## src/hdl/rvg_map.vh

```
`ifndef RVG_MAP_VH
`define RVG_MAP_VH
`define RVG_ADDR_W 16
`define RVG_NUM_SRC 34
`define RVG_RESET_BASE 16'h0000
`define RVG_FIRST_VEC 16'h0002
`define RVG_VEC_STEP 16'h0002
`define RVG_BOOT_START 16'hf000
`define RVG_FUSE_PROGRAMMED 1'b0
`endif

```

## src/hdl/rvg_prio_enc.v

```verilog
`timescale 1ns/1ps
// lowest index wins among pending requests
module rvg_prio_enc #(
	parameter N = 34,
	parameter W = 6
) (
	input wire [N-1:0] request,
	output reg found,
	output reg [W-1:0] index
);
	integer i;
	always @* begin
		found = 1'b0;
		index = {W{1'b0}};
		for (i = N - 1; i >= 0; i = i - 1) begin
			if (request[i]) begin
				found = 1'b1;
				index = i[W-1:0];
			end
		end
	end
endmodule

```

## src/hdl/rvg_vector_gen.v

```verilog
`timescale 1ns/1ps
// Notes on behaviour
// - every reset cause uses vector 1, base word 0x0000
// - external requests 0..2 at words 0x0002, 0x0004, 0x0006
// - pin change requests 0..3 at 0x0008 to 0x000e, step two
// - watchdog 0x0010; timer2 match a, match b, overflow 0x0012..0x0016
// - timer1 capture, match a, match b, overflow at 0x0018..0x001e
// - timer0 match a, match b, overflow at 0x0020..0x0024
// - spi done at 0x0026, vector 20
// - serial0 rx done, tx empty, tx done at 0x0028..0x002c
// - comparator, converter, eeprom, two-wire, self-program at 0x002e..0x0036
// - serial1 rx done, tx empty, tx done at 0x0038..0x003c
// - timer3 capture, match a, match b, overflow at 0x003e..0x0044
// - programmed boot fuse moves the reset entry to boot start
// - relocation bit adds boot start to every interrupt vector
// - fuse low means programmed; vectors ignore the fuse
`include "rvg_map.vh"
module rvg_vector_gen #(
	parameter ADDR_W = `RVG_ADDR_W,
	parameter NUM_SRC = `RVG_NUM_SRC,
	parameter [ADDR_W-1:0] BOOT_START = `RVG_BOOT_START
) (
	input wire clock,
	input wire rst_n,
	input wire boot_reset_fuse,
	input wire vector_relocate_bit,
	input wire ext_request_0,
	input wire ext_request_1,
	input wire ext_request_2,
	input wire pin_change_request_0,
	input wire pin_change_request_1,
	input wire pin_change_request_2,
	input wire pin_change_request_3,
	input wire watchdog_timeout_request,
	input wire timer2_match_a_request,
	input wire timer2_match_b_request,
	input wire timer2_overflow_request,
	input wire timer1_capture_request,
	input wire timer1_match_a_request,
	input wire timer1_match_b_request,
	input wire timer1_overflow_request,
	input wire timer0_match_a_request,
	input wire timer0_match_b_request,
	input wire timer0_overflow_request,
	input wire spi_done_request,
	input wire serial0_rx_done_request,
	input wire serial0_tx_empty_request,
	input wire serial0_tx_done_request,
	input wire comparator_request,
	input wire converter_done_request,
	input wire eeprom_ready_request,
	input wire two_wire_request,
	input wire self_program_ready_request,
	input wire serial1_rx_done_request,
	input wire serial1_tx_empty_request,
	input wire serial1_tx_done_request,
	input wire timer3_capture_request,
	input wire timer3_match_a_request,
	input wire timer3_match_b_request,
	input wire timer3_overflow_request,
	output reg [ADDR_W-1:0] reset_address,
	output reg irq_pending,
	output reg [5:0] irq_vector_number,
	output reg [ADDR_W-1:0] irq_vector_address
);
	wire [NUM_SRC-1:0] request;
	wire found;
	wire [5:0] index;
	reg [ADDR_W-1:0] next_reset_address;
	reg [ADDR_W-1:0] next_irq_vector_address;
	reg [5:0] next_irq_vector_number;

	// bit order is table order, so bit i is vector number i+2
	assign request = {
		timer3_overflow_request, timer3_match_b_request, timer3_match_a_request, timer3_capture_request,
		serial1_tx_done_request, serial1_tx_empty_request, serial1_rx_done_request,
		self_program_ready_request, two_wire_request, eeprom_ready_request, converter_done_request,
		comparator_request,
		serial0_tx_done_request, serial0_tx_empty_request, serial0_rx_done_request,
		spi_done_request,
		timer0_overflow_request, timer0_match_b_request, timer0_match_a_request,
		timer1_overflow_request, timer1_match_b_request, timer1_match_a_request, timer1_capture_request,
		timer2_overflow_request, timer2_match_b_request, timer2_match_a_request, watchdog_timeout_request,
		pin_change_request_3, pin_change_request_2, pin_change_request_1, pin_change_request_0,
		ext_request_2, ext_request_1, ext_request_0
	};

	rvg_prio_enc #(
		.N(NUM_SRC),
		.W(6)
	) u_prio (
		.request(request),
		.found(found),
		.index(index)
	);

	// base table slot: first vector plus two words per index
	function [ADDR_W-1:0] slot_address;
		input [5:0] idx;
		begin
			slot_address = `RVG_FIRST_VEC + {{(ADDR_W-7){1'b0}}, idx, 1'b0};
		end
	endfunction

	always @* begin
		if (boot_reset_fuse == `RVG_FUSE_PROGRAMMED) begin
			next_reset_address = BOOT_START;
		end else begin
			next_reset_address = `RVG_RESET_BASE;
		end
		// relocation ignores the fuse on purpose
		if (vector_relocate_bit) begin
			next_irq_vector_address = slot_address(index) + BOOT_START;
		end else begin
			next_irq_vector_address = slot_address(index);
		end
		next_irq_vector_number = index + 6'h02;
	end

	// registered so the core fetch sees stable values; one cycle of latency
	always @(posedge clock or negedge rst_n) begin
		if (!rst_n) begin
			reset_address <= `RVG_RESET_BASE;
			irq_pending <= 1'b0;
			irq_vector_number <= 6'h00;
			irq_vector_address <= `RVG_FIRST_VEC;
		end else begin
			reset_address <= next_reset_address;
			irq_pending <= found;
			irq_vector_number <= found ? next_irq_vector_number : 6'h00;
			irq_vector_address <= next_irq_vector_address;
		end
	end
endmodule

```

## config.mk

```make
export PLATFORM = sky130hd
export DESIGN_NAME = rvg_vector_gen
export DESIGN_NICKNAME = d
export VERILOG_FILES = /design/src/hdl/rvg_prio_enc.v /design/src/hdl/rvg_vector_gen.v
export VERILOG_INCLUDE_DIRS = /design/src /design/src/hdl
export SDC_FILE = /design/constraint.sdc
export NUM_CORES = 1
export LEC_CHECK = 0
export ABC_AREA = 1
export BUFFER_PORTS_ARGS = -buffer_cell sky130_fd_sc_hd__buf_2
export CORE_MARGIN = 2
export CORE_UTILIZATION = 38
export CTS_CLUSTER_SIZE = 8
export DETAILED_ROUTE_END_ITERATION = 8
export PLACE_DENSITY = 0.8
export SETUP_SLACK_MARGIN = 0.3
export SLEW_MARGIN = 20
export SYNTH_ARGS = -nofsm -noshare
export SYNTH_HDL_FRONTEND = slang
export SYNTH_SLANG_ARGS = --single-unit
```

## constraint.sdc

```tcl
create_clock -name clock -period 0.8 [get_ports clock]
set_clock_uncertainty 0.15 [all_clocks]
set_input_delay 0.08 -clock clock [delete_from_list [all_inputs] [get_ports clock]]
set_output_delay 0.08 -clock clock [all_outputs]
set_load 0.005 [all_outputs]
```

==> run_results.csv <==
group,metric,value,unit
grt,grt_usage,17.48,%
yosys,ys_ff_latch,16,
sta,fin_hold_ws,-453.8,ps
route,initialDrtViolationCount,25,
yosys,synth_adder_area_share,1.021,%
yosys,syn_area,1225,um2
place,gp_congestion,0.7387,
final_layout,final_core_util,70.49,%
worst_setup_path,start_kind,"input pin",
yosys,synth.distinct_cells,23,
sta,period_minus_slack,2130,ps
sta,setup_violations,35,
power_and_ir_drop,ir_drop,0.0004582,V
sta,setup_tns,-19150,ps
yosys,synth_top_family_by_area,"simple AND/OR/NAND/NOR gates",
min_path,min_path_type,"in2async",
outcome,status,"finished with violations",
yosys,synth_compound_area_share,5.209,%
grt,grt_pass1_wl,4981,um
route,drtAntennaViolNets,0,
worst_setup_path,crit_path_end_kind,"flop",
final_layout,nets,329,
sta,fin_crit_sh,266.2,%
route,routed_wl,3286,um
route,drtPass1Iterations,4,
yosys,synthFlopType,"dfrtp_1",
sta,setup_slack,-1330,ps
floorplanning,ios,77,
worst_setup_path,worstPathArrival,2160,ps
clocking,clock-sinks,16,
final_layout,syn2layout_area_growth,75.69,%
worst_setup_path,crit_chain,"buf_8 > nor2_4 > inv_2 > a311oi_2 > o311ai_1 > nand3_1 > nand3_1 > nand3_1 > nand2_1 > nand2_1 > a21boi_1 > o211ai_1 > nand3_1 > nand2_2 > nor2_4 > ha_4 > or2_4 > nand2_4 > inv_2 > nand3_2 > nand2_2",
grt,grt-ovfl-total,0,
outcome,violations,"negative hold slack, negative setup slack",
grt,grt_max_degree,17,
floorplanning,chipHeight,60.78,um
sta,fmax,469.5,MHz
yosys,syn_inst,187,
route,drc_errors,0,
final_layout,fillerInstances,240,
clocking,cts_buffer_depth,2,
yosys,ys.warnings.count,0,
worst_setup_path,path_class,"in2reg",
worst_setup_path,cpMostUsedCell,"nand3_1",
place,place_ws,-1772,ps
sta,slew_violations,0,
place,portBuffers,59,
floorplanning,die_x,60.78,um
power_and_ir_drop,power_density,952.4,nW/um2
clocking,clkTransAtPathRegs,90,ps
floorplanning,fp-row-count,20,
worst_setup_path,cp_max_fo,2,
worst_setup_path,cpPeakStageDelay,230,ps
power_and_ir_drop,leakage,0.001277,uW
floorplanning,start_util,40.12,%
yosys,synth.yosys.seq_area_share,32.79,%
final_layout,layout-drive-gt1-share,52.60,%
yosys,synth_area_per_cell,6.550,um2
route,wire_per_inst,9.868,um
clocking,cts-root-buf,"clkbuf_4",
yosys,synthXorXnorAreaFrac,0.7150,%
worst_setup_path,crit_slowest_cell,"or2_4",
yosys,muxShareOfSynthArea,0,%
clocking,cts_tree,"done",
floorplanning,fp.coreArea,3053,um2
sta,final_hold_viol_count,19,
grt,antenna_found_initial,0,
yosys,synth_edf_count,0,
grt,first_global_vias,1240,
place,dpl.hpwl,2309,um
route,via_per_inst,4.282,
run,cap_violations,0,
sta,rsz0062_at_grt,"true",
yosys,synth-simple-area-share,32.38,%
route,vias,1426,
floorplanning,dieArea,3694,um2
clocking,cts_made_buffers,3,
worst_setup_path,crit_required,830,ps
yosys,synth_async_sr_flop_share,100.0,%
clocking,htreeDepth,1,
final_layout,n_antenna_cell,0,
## critical path: cells and delay by family
kind	cells	cell delay, ps
AO/OA/AOI/OAI	4	570
buffers and inverters	3	190
AND/OR/NAND/NOR	13	1170
adder cells (fa/ha/maj)	1	150
## cell usage after synthesis, types with 2 or more instances
library cell,n,area share (%)
buf_4,23,14
dfrtp_1,15,31
inv_1,44,13
nand2_1,51,16
nand2_2,3,1.5
nand2_4,2,1.8
nand3_1,9,3.7
nor2_1,16,4.9
nor3_1,3,1.2
nor4_1,5,2.6
o21ai_0,4,1.6
## worst max path at each step
| stage | startpoint | to | slack [ps] | cells past startpoint |
|---|---|---|---|---|
| detailed placement | timer3_capture_request | irq_vector_address[4]$_DFF_PN0_ | -1770 | 21 |
| CTS | timer3_match_a_request | irq_vector_address[4]$_DFF_PN0_ | -1270 | 21 |
| global placement | timer3_capture_request | irq_vector_address[4]$_DFF_PN0_ | -1690 | 21 |
| finish | timer3_match_a_request | irq_vector_address[4]$_DFF_PN0_ | -1330 | 21 |
| floorplan | timer3_capture_request | irq_vector_address[4]$_DFF_PN0_ | -1430 | 20 |
| global route | timer3_match_a_request | irq_vector_address[4]$_DFF_PN0_ | -1480 | 21 |
## flip-flops by register name (all words and copies together), names as in the netlist
register and count:
irq_vector_address 8, irq_vector_number 6, irq_pending 1, reset_address 1
## stage by stage
step                total power (uW)  cell area (um2)  cells  hold slack [ps]
floorplan                       1169             1388    204           -365.6
global placement                1364             1753    312           -152.3
detailed placement              1380             1753    312           -150.8
CTS                             1979             2012    330           -453.8
global route                    2202             2152    333           -455.3
finish                          2050             2152    333           -453.8
## placed cells by master (no fill, tap or decap)
cell type  Yosys  final
a21boi_1       0      1
a21oi_1        1      1
a311oi_2       0      1
a31oi_1        1      1
buf_2          0     52
buf_4         23     36
buf_6          0     13
buf_8          0      3
clkbuf_4       0      3
clkbuf_8       0      1
clkinv_8       0      1
conb_1         1     18
dfrtp_1       15     15
dfstp_2        1      1
ha_4           0      1
inv_1         44     37
inv_2          0      5
inv_4          0      1
nand2_1       51     42
nand2_2        3      9
nand2_4        2      5
nand3_1        9      8
nand3_2        0      1
nand4_1        1      1
nor2_1        16      7
nor2_2         0      5
nor2_4         0      4
nor3_2         0      1
nor3_4         0      2
nor4_2         0      1
nor4_4         0      4
o211ai_1       1      1
o21ai_0        4      3
o21ai_1        0      1
o311ai_1       0      1
or2_4          0      1
xor2_2         0      1
## report_power, final
group / leakage, uW / internal, uW / switching, uW
combinational: 0.00106 / 360 / 334
sequential: 0.000199 / 841 / 10.3
clock: 0.0000210 / 277 / 227
## logic make-up after synthesis
logic type / count (synthesis)
and+or+nand+nor: 91
buffers and inverters: 67
DFF: 16
AOI/OAI and AO/OA: 10
xor gates and xnor gates: 1
adders and majority gates: 1
other: 1
## layer usage
metal	vias up	routed length, um	track usage (%)
li1	724	-	-
met1	650	1184	18.43
met2	50	1929	36.41
met3	2	164	1.706
met4	0	8	3.727
met5	-	0	0
## final cells by class
| type | instances | area (um2) | area share [%] |
|---|---|---|---|
| clock buffers | 4 | 36.28 | 1.686 |
| inverters | 44 | 180.2 | 8.372 |
| multi-input cells | 121 | 757.0 | 35.17 |
| flip-flops and latches | 16 | 401.6 | 18.66 |
| well taps | 44 | 55.05 | 2.558 |
| repair buffers | 104 | 721.9 | 33.55 |
## repair_timing
item,CTS,global route
gates resized for setup,30,30
gates cloned,0,0
pin swaps,21,12
endpoints found under the hold margin,19,19
setup endpoints to repair,35,35
setup buffers,14,3
No activity file was read; power rests on OpenSTA's default activity.
